==> config.mk <==
export PLATFORM = sky130hd
export DESIGN_NAME = lsd_config_decoder
export DESIGN_NICKNAME = d
export VERILOG_FILES = /design/src/lsd_pkg.sv /design/src/lsd_link_if.sv /design/src/lsd_config_decoder.sv /design/src/lsd_frame_timer.sv /design/src/lsd_serial_rx.sv
export SDC_FILE = /design/constraint.sdc
export NUM_CORES = 1
export LEC_CHECK = 0
export BUFFER_PORTS_ARGS = -buffer_cell sky130_fd_sc_hd__buf_2
export CAP_MARGIN = 30
export CORE_MARGIN = 2
export CORE_UTILIZATION = 55
export DETAILED_ROUTE_END_ITERATION = 8
export HOLD_SLACK_MARGIN = 0.06
export PLACE_DENSITY_LB_ADDON = 0.12
export SLEW_MARGIN = 25
export SYNTH_ARGS = -nofsm -noshare
export SYNTH_HDL_FRONTEND = slang
export SYNTH_SLANG_ARGS = --single-unit
export TNS_END_PERCENT = 1
==> constraint.sdc <==
create_clock -name clk_in -period 18.5 [get_ports clk_in]
set_input_delay 2.775 -clock clk_in [delete_from_list [all_inputs] [get_ports clk_in]]
set_output_delay 2.775 -clock clk_in [all_outputs]
set_load 0.005 [all_outputs]
==> src/lsd_pkg.sv <==
// Purpose: Shared constants for the LCD segment driver command decoder
// Assumes: 25 MHz system clock, 20.48 kHz nominal oscillator
// Notes:   Commands and parameters are byte wide
package lsd_pkg;
    localparam logic [7:0] OP_DRIVE_MODE  = 8'h81;
    localparam logic [7:0] OP_DUTY_FRAME  = 8'h82;
    localparam logic [7:0] OP_DISP_ADDR   = 8'h83;
    localparam logic [7:0] OP_BLINK_RATE  = 8'h84;
    localparam logic [7:0] OP_BLINK_ADDR  = 8'h87;
    localparam logic [7:0] OP_GPO_ASSIGN  = 8'h88;
    localparam logic [7:0] OP_LED_ASSIGN  = 8'h89;
    localparam logic [7:0] OP_SOFT_RESET  = 8'h92;
    localparam logic [7:0] OP_RAM_WRITE   = 8'hA0;
    localparam logic [7:0] OP_BLINK_WRITE = 8'hC0;
    // General-output data opcode value is arbitrary
    localparam logic [7:0] OP_GPO_DATA    = 8'h8C;

    localparam logic [7:0] RST_MODE  = 8'h00;
    localparam logic [7:0] RST_DUTY  = 8'h02;
    localparam logic [7:0] RST_ZERO  = 8'h00;

    localparam int DC_BIT       = 7;
    localparam int MODE_ON_BIT  = 3;
    localparam int MODE_INV_BIT = 2;
    localparam int BLINK_EN_BIT = 2;
    localparam int RES8_BIT     = 2;

    localparam logic [5:0] ADDR_LAST  = 6'h30;
    localparam logic [5:0] ADDR_DUMMY = 6'h31;
    localparam logic [5:0] ADDR_FIRST = 6'h00;

    localparam logic [1:0] DUTY_QUARTER = 2'b00;
    localparam logic [1:0] DUTY_THIRD   = 2'b01;

    localparam logic [9:0] DIV_Q0 = 10'd160;
    localparam logic [9:0] DIV_Q1 = 10'd240;
    localparam logic [9:0] DIV_Q2 = 10'd320;
    localparam logic [9:0] DIV_Q3 = 10'd400;
    localparam logic [9:0] DIV_T0 = 10'd156;
    localparam logic [9:0] DIV_T1 = 10'd237;
    localparam logic [9:0] DIV_T2 = 10'd315;
    localparam logic [9:0] DIV_T3 = 10'd393;
    localparam logic [9:0] DIV_S0 = 10'd160;
    localparam logic [9:0] DIV_S1 = 10'd320;
    localparam logic [9:0] DIV_S2 = 10'd428;
    localparam logic [9:0] DIV_S3 = 10'd640;

    localparam int CLK_HZ  = 25000000;
    localparam int OSC_HZ  = 20480;
    localparam int OSC_CYC = CLK_HZ / OSC_HZ;

    localparam int GPO_PINS = 31;
    localparam int LED_PINS = 3;

    typedef enum logic [1:0] {
        DEC_IDLE  = 2'b00,
        DEC_PARAM = 2'b01,
        DEC_DATA  = 2'b10
    } lsd_dec_t;
endpackage

==> src/lsd_link_if.sv <==
// Purpose: Carries bytes and frame timing between decoder sub-blocks
// Assumes: All signals on the system clock
// Notes:   Strobes are one-cycle pulses
`timescale 1ns/10ps
interface lsd_link_if;
    logic       byte_stb;
    logic [7:0] byte_data;
    logic       cs_rise;
    logic       osc_run;
    logic [9:0] frame_div;
    logic       frame_tick;
    modport rx  (output byte_stb, output byte_data, output cs_rise);
    modport tmr (input osc_run, input frame_div, output frame_tick);
    modport dec (input byte_stb, input byte_data, input cs_rise,
                 input frame_tick, output osc_run, output frame_div);
endinterface

==> src/lsd_config_decoder.sv <==
// Purpose: Command decoder and configuration state of an LCD driver
// Assumes: Bytes from the serial receiver; PWM levels from same clock
// Notes:   RAM streams only advance the write pointers here
//
// Summary of operation
// - First byte bit is one for opcodes, zero for parameter bytes.
// - Opcode 81h takes a mode parameter; fields reset to 00h.
// - Display off grounds outputs and stops supplies at frame boundary.
// - Display on starts supplies and scans display RAM continuously.
// - General and LED outputs ignore display on or off.
// - Mode bit 2 picks line inversion; bits 1:0 pick power mode.
// - Opcode 82h sets duty in bits 3:2; parameter resets to 02h.
// - Third duty ignores common 3 data and mirrors common 1.
// - Frame divider from bits 1:0 and duty; reset code is 10.
// - Opcode 83h loads display RAM start address; 31h is dummy.
// - Opcode 84h bit 2 enables blink; bits 1:0 pick the rate.
// - Opcode 87h loads blink RAM start address; 31h is dummy.
// - Opcode 88h turns the top N selectable pins into outputs.
// - General output drives supply level when its data bit is high.
// - Reassigned pins leave RAM addressing unchanged.
// - Opcode 89h bit 2 selects 8-bit PWM resolution, else 12-bit.
// - Opcode 89h bits 1:0 give up to three open-drain LED pins.
// - Inhibit low forces general outputs and PWM low, LEDs float.
// - After reset all pins are segments and PWM output is low.
// - Bytes shift MSB first; raising select drops a partial byte.
// - After a RAM or output-data opcode, bytes are data until reselect.
`timescale 1ns/10ps
module lsd_config_decoder #(
    parameter int OSC_CYC = lsd_pkg::OSC_CYC
) (
    input  wire logic        clk_in,
    input  wire logic        sys_rst_in,
    input  wire logic        chip_select_n_in,
    input  wire logic        serial_clock_in,
    input  wire logic        serial_input_in,
    input  wire logic        output_inhibit_n_in,
    input  wire logic        pwm1_level_in,
    input  wire logic        pwm2_level_in,
    output logic             display_on_out,
    output logic             line_inversion_out,
    output logic [1:0]       power_mode_out,
    output logic [1:0]       duty_out,
    output logic             com3_mirror_out,
    output logic [9:0]       frame_div_out,
    output logic             frame_tick_out,
    output logic             blink_enable_out,
    output logic [1:0]       blink_rate_out,
    output logic [5:0]       display_ram_addr_out,
    output logic [5:0]       blink_ram_addr_out,
    output logic             pwm_8bit_out,
    output logic [30:0]      gpo_select_out,
    output logic [30:0]      gpo_level_out,
    output logic [2:0]       led_select_out,
    output logic [2:0]       led_sink_en_out,
    output logic             pwm_output_pin_out
);
    typedef struct packed {
        lsd_pkg::lsd_dec_t st;
        logic [7:0]  op;
        logic [7:0]  mode;
        logic [7:0]  duty;
        logic [7:0]  dadr;
        logic [7:0]  blink;
        logic [7:0]  badr;
        logic [7:0]  gcnt;
        logic [7:0]  led;
        logic [31:0] gdat;
        logic [1:0]  gidx;
        logic [5:0]  dptr;
        logic [5:0]  bptr;
        logic        disp_on;
        logic [2:0]  inh_s;
        logic        inh;
        logic [30:0] gsel;
        logic [30:0] glvl;
        logic [2:0]  lsel;
        logic [2:0]  lsink;
        logic        pwm;
    } lsd_dec_s_t;

    localparam lsd_dec_s_t DEC_RST = '{
        st: lsd_pkg::DEC_IDLE, mode: lsd_pkg::RST_MODE,
        duty: lsd_pkg::RST_DUTY, dptr: lsd_pkg::ADDR_FIRST,
        bptr: lsd_pkg::ADDR_FIRST, default: '0};

    lsd_link_if lk ();

    lsd_serial_rx u_rx (
        .clk_in           (clk_in),
        .sys_rst_in       (sys_rst_in),
        .chip_select_n_in (chip_select_n_in),
        .serial_clock_in  (serial_clock_in),
        .serial_input_in  (serial_input_in),
        .lk               (lk.rx)
    );

    lsd_frame_timer #(.OSC_CYC(OSC_CYC)) u_tmr (
        .clk_in     (clk_in),
        .sys_rst_in (sys_rst_in),
        .lk         (lk.tmr)
    );

    ////////////////////////////////////////////////////////////////////
    // Helpers

    function automatic logic [9:0] frame_divider(input logic [7:0] p);
        logic [9:0] d;
        d = lsd_pkg::DIV_Q2;
        if (p[3]) begin
            case (p[1:0])
                2'b00:   d = lsd_pkg::DIV_S0;
                2'b01:   d = lsd_pkg::DIV_S1;
                2'b10:   d = lsd_pkg::DIV_S2;
                default: d = lsd_pkg::DIV_S3;
            endcase
        end else if (p[2]) begin
            case (p[1:0])
                2'b00:   d = lsd_pkg::DIV_T0;
                2'b01:   d = lsd_pkg::DIV_T1;
                2'b10:   d = lsd_pkg::DIV_T2;
                default: d = lsd_pkg::DIV_T3;
            endcase
        end else begin
            case (p[1:0])
                2'b00:   d = lsd_pkg::DIV_Q0;
                2'b01:   d = lsd_pkg::DIV_Q1;
                2'b10:   d = lsd_pkg::DIV_Q2;
                default: d = lsd_pkg::DIV_Q3;
            endcase
        end
        return d;
    endfunction

    // Pointer moves one 4-bit location; the dummy slot wraps to the start
    function automatic logic [5:0] addr_inc(input logic [5:0] a);
        return (a >= lsd_pkg::ADDR_DUMMY) ? lsd_pkg::ADDR_FIRST
                                          : a + 6'h01;
    endfunction

    function automatic logic two_byte_op(input logic [7:0] o);
        return o == lsd_pkg::OP_DRIVE_MODE || o == lsd_pkg::OP_DUTY_FRAME
            || o == lsd_pkg::OP_DISP_ADDR  || o == lsd_pkg::OP_BLINK_RATE
            || o == lsd_pkg::OP_BLINK_ADDR || o == lsd_pkg::OP_GPO_ASSIGN
            || o == lsd_pkg::OP_LED_ASSIGN;
    endfunction

    ////////////////////////////////////////////////////////////////////
    // Decoder state

    lsd_dec_s_t r;
    lsd_dec_s_t next_r;
    logic [7:0] d;

    always_comb begin
        next_r = r;
        d      = lk.byte_data;
        if (lk.byte_stb) begin
            if (r.st == lsd_pkg::DEC_DATA) begin
                if (r.op == lsd_pkg::OP_GPO_DATA) begin
                    next_r.gdat[{r.gidx, 3'h0} +: 8] = d;
                    if (r.gidx != 2'h3) next_r.gidx = r.gidx + 2'h1;
                end else if (r.op == lsd_pkg::OP_RAM_WRITE) begin
                    next_r.dptr = addr_inc(addr_inc(r.dptr));
                end else begin
                    next_r.bptr = addr_inc(addr_inc(r.bptr));
                end
            end else if (d[lsd_pkg::DC_BIT]) begin
                next_r.op = d;
                next_r.st = lsd_pkg::DEC_IDLE;
                if (two_byte_op(d)) begin
                    next_r.st = lsd_pkg::DEC_PARAM;
                end else if (d == lsd_pkg::OP_RAM_WRITE
                          || d == lsd_pkg::OP_BLINK_WRITE
                          || d == lsd_pkg::OP_GPO_DATA) begin
                    next_r.st   = lsd_pkg::DEC_DATA;
                    next_r.gidx = 2'h0;
                end else if (d == lsd_pkg::OP_SOFT_RESET) begin
                    next_r = DEC_RST;
                end
            end else if (r.st == lsd_pkg::DEC_PARAM) begin
                next_r.st = lsd_pkg::DEC_IDLE;
                case (r.op)
                    lsd_pkg::OP_DRIVE_MODE: next_r.mode = {4'h0, d[3:0]};
                    lsd_pkg::OP_DUTY_FRAME: next_r.duty = {4'h0, d[3:0]};
                    lsd_pkg::OP_DISP_ADDR: begin
                        next_r.dadr = {2'h0, d[5:0]};
                        next_r.dptr = d[5:0];
                    end
                    lsd_pkg::OP_BLINK_RATE: next_r.blink = {5'h0, d[2:0]};
                    lsd_pkg::OP_BLINK_ADDR: begin
                        next_r.badr = {2'h0, d[5:0]};
                        next_r.bptr = d[5:0];
                    end
                    lsd_pkg::OP_GPO_ASSIGN: next_r.gcnt = {3'h0, d[4:0]};
                    lsd_pkg::OP_LED_ASSIGN: next_r.led = {5'h0, d[2:0]};
                    default: next_r.st = lsd_pkg::DEC_IDLE;
                endcase
            end
        end
        if (lk.cs_rise && r.st == lsd_pkg::DEC_DATA) begin
            next_r.st = lsd_pkg::DEC_IDLE;
        end

        // Turning on is immediate; turning off waits for the frame end
        if (r.mode[lsd_pkg::MODE_ON_BIT]) begin
            next_r.disp_on = 1'b1;
        end else if (lk.frame_tick) begin
            next_r.disp_on = 1'b0;
        end

        // Inhibit pin synchroniser and filter
        next_r.inh_s = {r.inh_s[1:0], output_inhibit_n_in};
        if (r.inh_s[1] == r.inh_s[2]) next_r.inh = r.inh_s[2];

        // Pin assignment and levels, independent of display state
        for (int i = 0; i < lsd_pkg::GPO_PINS; i++) begin
            next_r.gsel[i] = 32'(i) >= 32'(lsd_pkg::GPO_PINS)
                                     - 32'(r.gcnt[4:0]);
            next_r.glvl[i] = next_r.gsel[i] && r.inh
                          && r.gdat[lsd_pkg::GPO_PINS - 1 - i];
        end
        for (int k = 0; k < lsd_pkg::LED_PINS; k++) begin
            next_r.lsel[k]  = 32'(r.led[1:0]) > 32'(k);
            next_r.lsink[k] = next_r.lsel[k] && r.inh
                && ((k == 0) ? pwm1_level_in : pwm2_level_in);
        end
        next_r.pwm = r.inh && pwm2_level_in;
    end

    always_ff @(posedge clk_in or posedge sys_rst_in) begin
        if (sys_rst_in) r <= DEC_RST;
        else            r <= next_r;
    end

    ////////////////////////////////////////////////////////////////////
    // Outputs

    assign lk.osc_run   = r.mode[lsd_pkg::MODE_ON_BIT] | r.disp_on;
    assign lk.frame_div = frame_divider(r.duty);

    assign display_on_out       = r.disp_on;
    assign line_inversion_out   = r.mode[lsd_pkg::MODE_INV_BIT];
    assign power_mode_out       = r.mode[1:0];
    assign duty_out             = r.duty[3:2];
    assign com3_mirror_out      = r.duty[3:2] == lsd_pkg::DUTY_THIRD;
    assign frame_div_out        = lk.frame_div;
    assign frame_tick_out       = lk.frame_tick;
    assign blink_enable_out     = r.blink[lsd_pkg::BLINK_EN_BIT];
    assign blink_rate_out       = r.blink[lsd_pkg::BLINK_EN_BIT]
                                  ? r.blink[1:0] : 2'h0;
    assign display_ram_addr_out = r.dptr;
    assign blink_ram_addr_out   = r.bptr;
    assign pwm_8bit_out         = r.led[lsd_pkg::RES8_BIT];
    assign gpo_select_out       = r.gsel;
    assign gpo_level_out        = r.glvl;
    assign led_select_out       = r.lsel;
    assign led_sink_en_out      = r.lsink;
    assign pwm_output_pin_out   = r.pwm;
endmodule

==> src/lsd_frame_timer.sv <==
// Purpose: Oscillator enable and frame tick from the selected divider
// Assumes: Oscillator rate is an enable pulse derived from clk_in
// Notes:   Counters hold at zero while the oscillator is stopped
`timescale 1ns/10ps
module lsd_frame_timer #(
    parameter int OSC_CYC = lsd_pkg::OSC_CYC
) (
    input  wire logic clk_in,
    input  wire logic sys_rst_in,
    lsd_link_if.tmr   lk
);
    localparam int OW = $clog2(OSC_CYC);
    localparam logic [OW-1:0] OSC_LAST = OW'(OSC_CYC - 1);

    typedef struct packed {
        logic [OW-1:0] osc;
        logic [9:0]    fr;
        logic          tick;
    } lsd_tmr_t;

    lsd_tmr_t r;
    lsd_tmr_t next_r;

    always_comb begin
        next_r      = r;
        next_r.tick = 1'b0;
        if (!lk.osc_run) begin
            next_r.osc = '0;
            next_r.fr  = '0;
        end else if (r.osc == OSC_LAST) begin
            next_r.osc = '0;
            if (r.fr >= lk.frame_div - 10'h001) begin
                next_r.fr   = '0;
                next_r.tick = 1'b1;
            end else begin
                next_r.fr = r.fr + 10'h001;
            end
        end else begin
            next_r.osc = r.osc + OW'(1);
        end
    end

    always_ff @(posedge clk_in or posedge sys_rst_in) begin
        if (sys_rst_in) r <= '0;
        else            r <= next_r;
    end

    assign lk.frame_tick = r.tick;
endmodule

==> src/lsd_serial_rx.sv <==
// Purpose: Three-wire serial receiver, MSB first, one byte per strobe
// Assumes: Pins are asynchronous; serial clock well below system clock
// Notes:   A pin value counts once its second and third stages agree
`timescale 1ns/10ps
module lsd_serial_rx (
    input  wire logic clk_in,
    input  wire logic sys_rst_in,
    input  wire logic chip_select_n_in,
    input  wire logic serial_clock_in,
    input  wire logic serial_input_in,
    lsd_link_if.rx    lk
);
    typedef struct packed {
        logic [2:0] cs;
        logic       cs_f;
        logic [2:0] sc;
        logic       sc_f;
        logic [2:0] sd;
        logic       sd_f;
        logic [7:0] sh;
        logic [2:0] cnt;
        logic       stb;
        logic [7:0] dat;
        logic       rise;
    } lsd_rx_t;

    localparam lsd_rx_t RX_RST = '{cs: 3'h7, cs_f: 1'b1, default: '0};

    lsd_rx_t r;
    lsd_rx_t next_r;

    always_comb begin
        next_r = r;
        next_r.cs = {r.cs[1:0], chip_select_n_in};
        next_r.sc = {r.sc[1:0], serial_clock_in};
        next_r.sd = {r.sd[1:0], serial_input_in};
        if (r.cs[1] == r.cs[2]) next_r.cs_f = r.cs[2];
        if (r.sc[1] == r.sc[2]) next_r.sc_f = r.sc[2];
        if (r.sd[1] == r.sd[2]) next_r.sd_f = r.sd[2];
        next_r.stb  = 1'b0;
        next_r.rise = r.cs_f == 1'b0 && next_r.cs_f == 1'b1;
        if (next_r.cs_f) begin
            next_r.cnt = 3'h0;
        end else if (!r.sc_f && next_r.sc_f) begin
            next_r.sh  = {r.sh[6:0], next_r.sd_f};
            next_r.cnt = r.cnt + 3'h1;
            if (r.cnt == 3'h7) begin
                next_r.stb = 1'b1;
                next_r.dat = {r.sh[6:0], next_r.sd_f};
            end
        end
    end

    always_ff @(posedge clk_in or posedge sys_rst_in) begin
        if (sys_rst_in) r <= RX_RST;
        else            r <= next_r;
    end

    assign lk.byte_stb  = r.stb;
    assign lk.byte_data = r.dat;
    assign lk.cs_rise   = r.rise;
endmodule
==> results of run 1 <==
## layout by cell type (no fill, tap or decap), drive strengths merged, types with 4 or more instances in the layout
cell type and instances:
nand2 86, dfrtp 197, a32o 5, mux2 15
inv 36, o21ai 51, nor2b 12, nor3 14
buf 116, nor2 57, or2 11, dfstp 5
nand2b 13, ha 41, a22o 30, and3 43
and2 19, nand3 25, o21a 5, nor3b 6
o31ai 4, a31oi 14, clkbuf 35, or3 4
mux2i 17, nand4 4, a31o 4, xnor2 12
nor4 6, a21oi 26, xor2 13, a21o 6
## power groups by stage
stage          Sequential, W  Combinational [W]  Clock, W
2_1_floorplan       0.000462          0.0000150         0
3_3_place_gp        0.000465          0.0000184         0
3_5_place_dp        0.000465          0.0000188         0
4_1_cts             0.000457          0.0000190  0.000440
5_1_grt             0.000458          0.0000226  0.000460
6_report            0.000457          0.0000193  0.000433
## critical path: stages (launching register included)
cell	delay, ps
dfstp_2	560
inv_1	90
ha_1	280
inv_1	60
o31ai_1	390
buf_2	200
## stage by stage
step	utilization	power (W)
after global routing	0.6060	0.0009411
final	0.6060	0.0009096
after CTS	0.6034	0.0009163
after global placement	0.5628	0.0004833
after floorplan	-	0.0004774
after detailed placement	0.5628	0.0004839
## layer usage
metal | vias up | GRT usage | wire (um)
met3 | 26 | 0.03315 | 887
met1 | 3253 | 0.3236 | 9923
met5 | - | 0 | 0
met4 | 0 | 0.04944 | 324
li1 | 3300 | - | -
met2 | 151 | 0.3285 | 9185
## how the worst max path moves through the flow
| stage | start | end | slack, ps |
|---|---|---|---|
| finish | r[161] | frame_div_out[6] | 13660 |
| global placement | sys_rst_in | gpo_level_out[10] | 13960 |
| CTS | r[161] | frame_div_out[6] | 13660 |
| detailed placement | sys_rst_in | gpo_level_out[10] | 13950 |
| floorplan | sys_rst_in | blink_enable_out | 10220 |
| global route | r[161] | frame_div_out[6] | 13530 |
## area by class of cell
cell class / count / area, um^2 / share of cell area
Tap cell: 229 / 286.5 / 0.02641
Clock inverter: 6 / 66.31 / 0.006112
Timing Repair Buffer: 116 / 628.1 / 0.05789
Clock buffer: 35 / 660.6 / 0.06089
Inverter: 35 / 138.9 / 0.01280
Sequential cell: 202 / 5061 / 0.4665
Multi-Input combinational cell: 596 / 4008 / 0.3694
## cell families (layout without fill, tap and decap cells)
| kind of cell | after synthesis | in the layout | share of synthesized area |
|---|---|---|---|
| and+or+nand+nor | 318 | 318 | 0.1684 |
| DFF | 202 | 202 | 0.5052 |
| AOI/OAI and AO/OA | 177 | 177 | 0.1218 |
| buffers and inverters | 161 | 192 | 0.09468 |
| adders and majority gates | 44 | 44 | 0.05421 |
| muxes | 32 | 32 | 0.03385 |
| xor gates and xnor gates | 25 | 25 | 0.02186 |
## state kept, by name, indices dropped and copies added, names as in the netlist, 2 cells and up
register and count:
next_r 2, led_sink_en_out 3, display_ram_addr_out 6, u_rx.r 16, led_select_out 3, duty_out 2, u_rx.lk.byte_data 8, blink_ram_addr_out 6
u_rx.next_r 6, gpo_select_out 31, r 57, power_mode_out 2, u_tmr.r 21, gpo_level_out 31
==> run metrics, run 1 <==
status complete, no violations; post-route clock period utilization 0.2619; hold_ws 347.6 ps; top-count cell post-synth dfrtp_1; placement row count 49; average cell area after synthesis 10.45 um^2; Worst R2R Path Depth 13; Worst Hold Class reg2reg; Vias/cell 5.521; Inserted Clock Buffers 23; pin count of the biggest net entering global routing around 130; DRC viols 0; mapped cell area 10,020 um^2; core box area 17,900 um^2; vias in the first global route around 6.5k; Hold EP u_rx.next_r[28]; Worst Skew 18.75 ps; pre-CTS setup slack 13,950 ps; die area 19,310 um^2; CTS H-tree lvls 1; endpoint class of the critical path output pin; Placed Instances roughly 1.2k; starting density of the core 0.5595; hold buffers post-CTS 0; critical path required time about 16,000 ps; initial antenna violation count 0; post-synthesis cell type count between 70 and 80; pwr dens 83.84 nW/um^2; hold path cells 0; Die Span Y 139.0 um; Sw Share 0.2102; post_cts resized 0; Setup TNS Final 0 ps; Post-Syn Nets just over 1k; Clock Power Share 0.476; grt ovf 0; Yosys warning count 0; Post-synth EDFFs 0; Tmin final 4844 ps; area leader, netlist dfrtp_1; ys async rst share 1.000; top cells by area, synth dfrtp_1, buf_4, ha_1; vias ~6.7k; port bufs 110; Layout Nets 1,023; RSZ-0062 raised after global routing no; hpwl dp 13,710 um; first drt pass iteration count 7; r2r startpoint r[161]; synthesis-to-finish area growth 8.307%; final WL 20,320 um; Cell Count, Final, Fillers Out around 1.2k; Sw Pwr ~0.00019 W; CTS tree done; I/O pin count 111; fin. max-slew vios 0; Commonest cells post-synth dfrtp_1, buf_4, nand2_1; maximum achievable frequency between 200 and 250 MHz; Post-synth top flop dfrtp_1; global-route wire length before repair 34,330 um; Setup crit start kind register; Int Pwr 0.0007184 W; cell leakage power about 5.5 nW; worst r2r dst u_tmr.r[10]; flops & latches, synth between 200 and 250; Fin. Hold Viols 0; Post-CTS Setup Bufs 0; # diodes 0; Seq/Total Area, Yosys 0.5052; Worst R2R Setup Slack approximately 15,000 ps; CTS sink cnt a little over 200; CP max FO 5; die width 139.0 um; Max Root-Sink Buffers 3; layout cell share with drive strength beyond 1 0.2020; Syn Inst Count 959; routed length per placed instance approximately 17 um; clk_lat worst skew a little over 500 ps; sequential share of power 0.503; RD Place Congestion 0.8334; final worst setup slack 13,660 ps; top cell type's share of synthesized area 0.4921; Arr. time, crit path 2070 ps; GRT Total Usage 0.2139; Slew @ Worst Pin 775.3 ps; Slew headroom 0.4831; # setup viols final 0; CTS root buf clkbuf_16; Crit Path Class reg2out; DR iter-0 viols about 450; FILL cells 1,497; Clock Pin Slew Worst Setup and Hold Paths 60 ps; max_cap viols 0; DRT antenna net count 0; Logic pwr share 0.021; Design Area, Final 10,850 um^2; Hold Path Origin u_rx.next_r[27]; maximum vdd ir drop 0.00007493 V; Area after DPL about 10,000 um^2
Power figures use the tool's default switching activity.
==> run 2, diff against run 1 <==
- clock period: 18.5 -> 4.9 ns (I/O delays scaled with it)
==> run 2 against run 1 <==
Compared with the run above:
- cell count fell by 0.16%
- sequential power rose to 3.8 times the previous value
- worst setup slack got worse by 12000 ps
- count of clock-buffer cells in the layout up 2
- non-clock buffer count shrank 1
- via count increased by 0.85%
- largest cell class unchanged
- largest power group unchanged
- highest routed layer unchanged
==> run metrics, run 2 (synthesis results as in run 1) <==
pin count of the biggest net entering global routing 157; commonest non-fill, non-tap cell in the layout dfrtp_1; worst r2r dst u_tmr.r[10]; die area 19,310 um^2; starting density of the core 0.5595; synthesis-to-finish area growth 7.969%; Fin. Hold Viols 0; met3 routed WL 909 um; DR iter-0 viols 424; RSZ-0062 raised after global routing no; Worst R2R Setup Slack about 1200 ps; Top reg by flops r; DRT antenna net count 0; pre-CTS setup slack about 1300 ps; # setup viols final 0; maximum achievable frequency 271.6 MHz; post_cts resized 0; final WL a little over 20,000 um; commonest cells after routing, fill and taps aside dfrtp_1, buf_2, nand2_1; hold path cells 1; CTS root buf clkbuf_16; maximum vdd ir drop 0.0002561 V; GRT Total Usage 0.2103; routed length per placed instance between 15 and 20 um; Setup TNS Final 0 ps; DRC viols 0; layout cell share with drive strength beyond 1 0.2004; metal2 WL 9193 um; Tmin final 3682 ps; Slew headroom 0.4622; Vias/cell 5.577; Cell Count, Final, Fillers Out 1,217; Hold Path Origin chip_select_n_in; FILL cells 1,487; Worst Hold Class in2reg; RD Place Congestion between 0.8 and 0.9; hold buffers post-CTS 0; placement row count 49; fin. max-slew vios 0; CTS tree done; r2r startpoint r[161]; cell leakage power 5.507 nW; vias 6,787; CTS sink cnt 202; register area around 5000 um^2; Die Span Y 139.0 um; pwr dens 315.7 nW/um^2; clk_lat worst skew between 400 and 500 ps; global-route wire length before repair between 30,000 and 40,000 um; Area after DPL 10,100 um^2; # diodes 0; Inserted Clock Buffers 22; status complete, no violations; Post-CTS Setup Bufs 0; max_cap viols 0; Multi-input gate area 4014 um^2; Worst R2R Path Depth 13; initial antenna violation count 0; Arr. time, crit path roughly 4100 ps; Clock Pin Slew Worst Setup and Hold Paths 60 ps; Placed Instances approximately 1.2k; port bufs 110; endpoint class of the critical path register; Setup crit start kind register; max FFs per register 57; hpwl dp approximately 14,000 um; Hold EP u_rx.next_r[31]; CTS H-tree lvls 1; critical path required time 5310 ps; I/O pin count 111; post-route clock period utilization 0.7514; CP max FO 17; core box area roughly 18,000 um^2; Slew @ Worst Pin 806.7 ps; Max Root-Sink Buffers 3; highest routing layer actually used met4; die width 139.0 um; Layout Nets 1,021; grt ovf 0; Design Area, Final 10,820 um^2; Worst Skew 13.43 ps; Crit Path Class reg2reg; vias in the first global route 6,464; final worst setup slack 1218 ps; Final Total Pwr 0.003414 W; WL met1 9739 um; first drt pass iteration count 5
-- run 2: cell types whose count changed in the layout (fill, tap and decap cells not counted) --
cell        previous run  this run
clkinvlp_4             3         1
inv_6                  1         0
inv_8                  1         0
clkbuf_1               8         9
nor4bb_1               1         0
nor4bb_2               0         1
clkinv_2               1         2
buf_16                 1         0
clkbuf_8               4         5
-- run 2: power by group --
group          total [W]  switching [W]  internal, W
clock            0.00162       0.000628     0.000991
combinational  0.0000695      0.0000429    0.0000266
sequential       0.00173      0.0000245      0.00170
total            0.00341       0.000695      0.00272
-- run 2: cell type report --
cell class                      count  area share
Multi-Input combinational cell    596      0.3711
Clock inverter                      3    0.003702
Clock buffer                       37     0.06270
Inverter                           35     0.01249
Tap cell                          229     0.02649
Sequential cell                   202      0.4680
Timing Repair Buffer              115     0.05553
-- run 2: metal layers --
metal,vias to the layer above,global-route usage
li1,3279,-
met1,3299,0.3195
met2,181,0.3267
met3,28,0.02693
met4,0,0.04785
met5,-,0
-- run 2: how the worst max path moves through the flow --
stage,start,endpoint,slack [ps]
2_1_floorplan,sys_rst_in,blink_enable_out,1550
3_3_place_gp,r[161],u_tmr.r[10],1410
3_5_place_dp,r[161],u_tmr.r[10],1300
4_1_cts,r[161],u_tmr.r[10],1240
5_1_grt,r[161],u_tmr.r[10],860
6_report,r[161],u_tmr.r[10],1220
-- run 2: through the flow --
stage | hold WS [ps] | utilization
detailed placement | 341.2 | 0.5640
global placement | 334.4 | 0.5637
global route | 330.8 | 0.6041
finish | 348.4 | 0.6041
floorplan | 331.2 | -
CTS | 334.5 | 0.6041
-- run 2: worst max-delay path, cell delays in order, from the launching register on --
cell	delay [ps]
dfstp_2	560
inv_1	80
ha_1	220
nor3_1	180
a21oi_1	60
o21a_1	230
nor4_1	440
xnor2_1	140
ha_1	310
a2111oi_0	510
and2_1	210
a32o_2	340
a41oi_1	160
a31oi_1	170
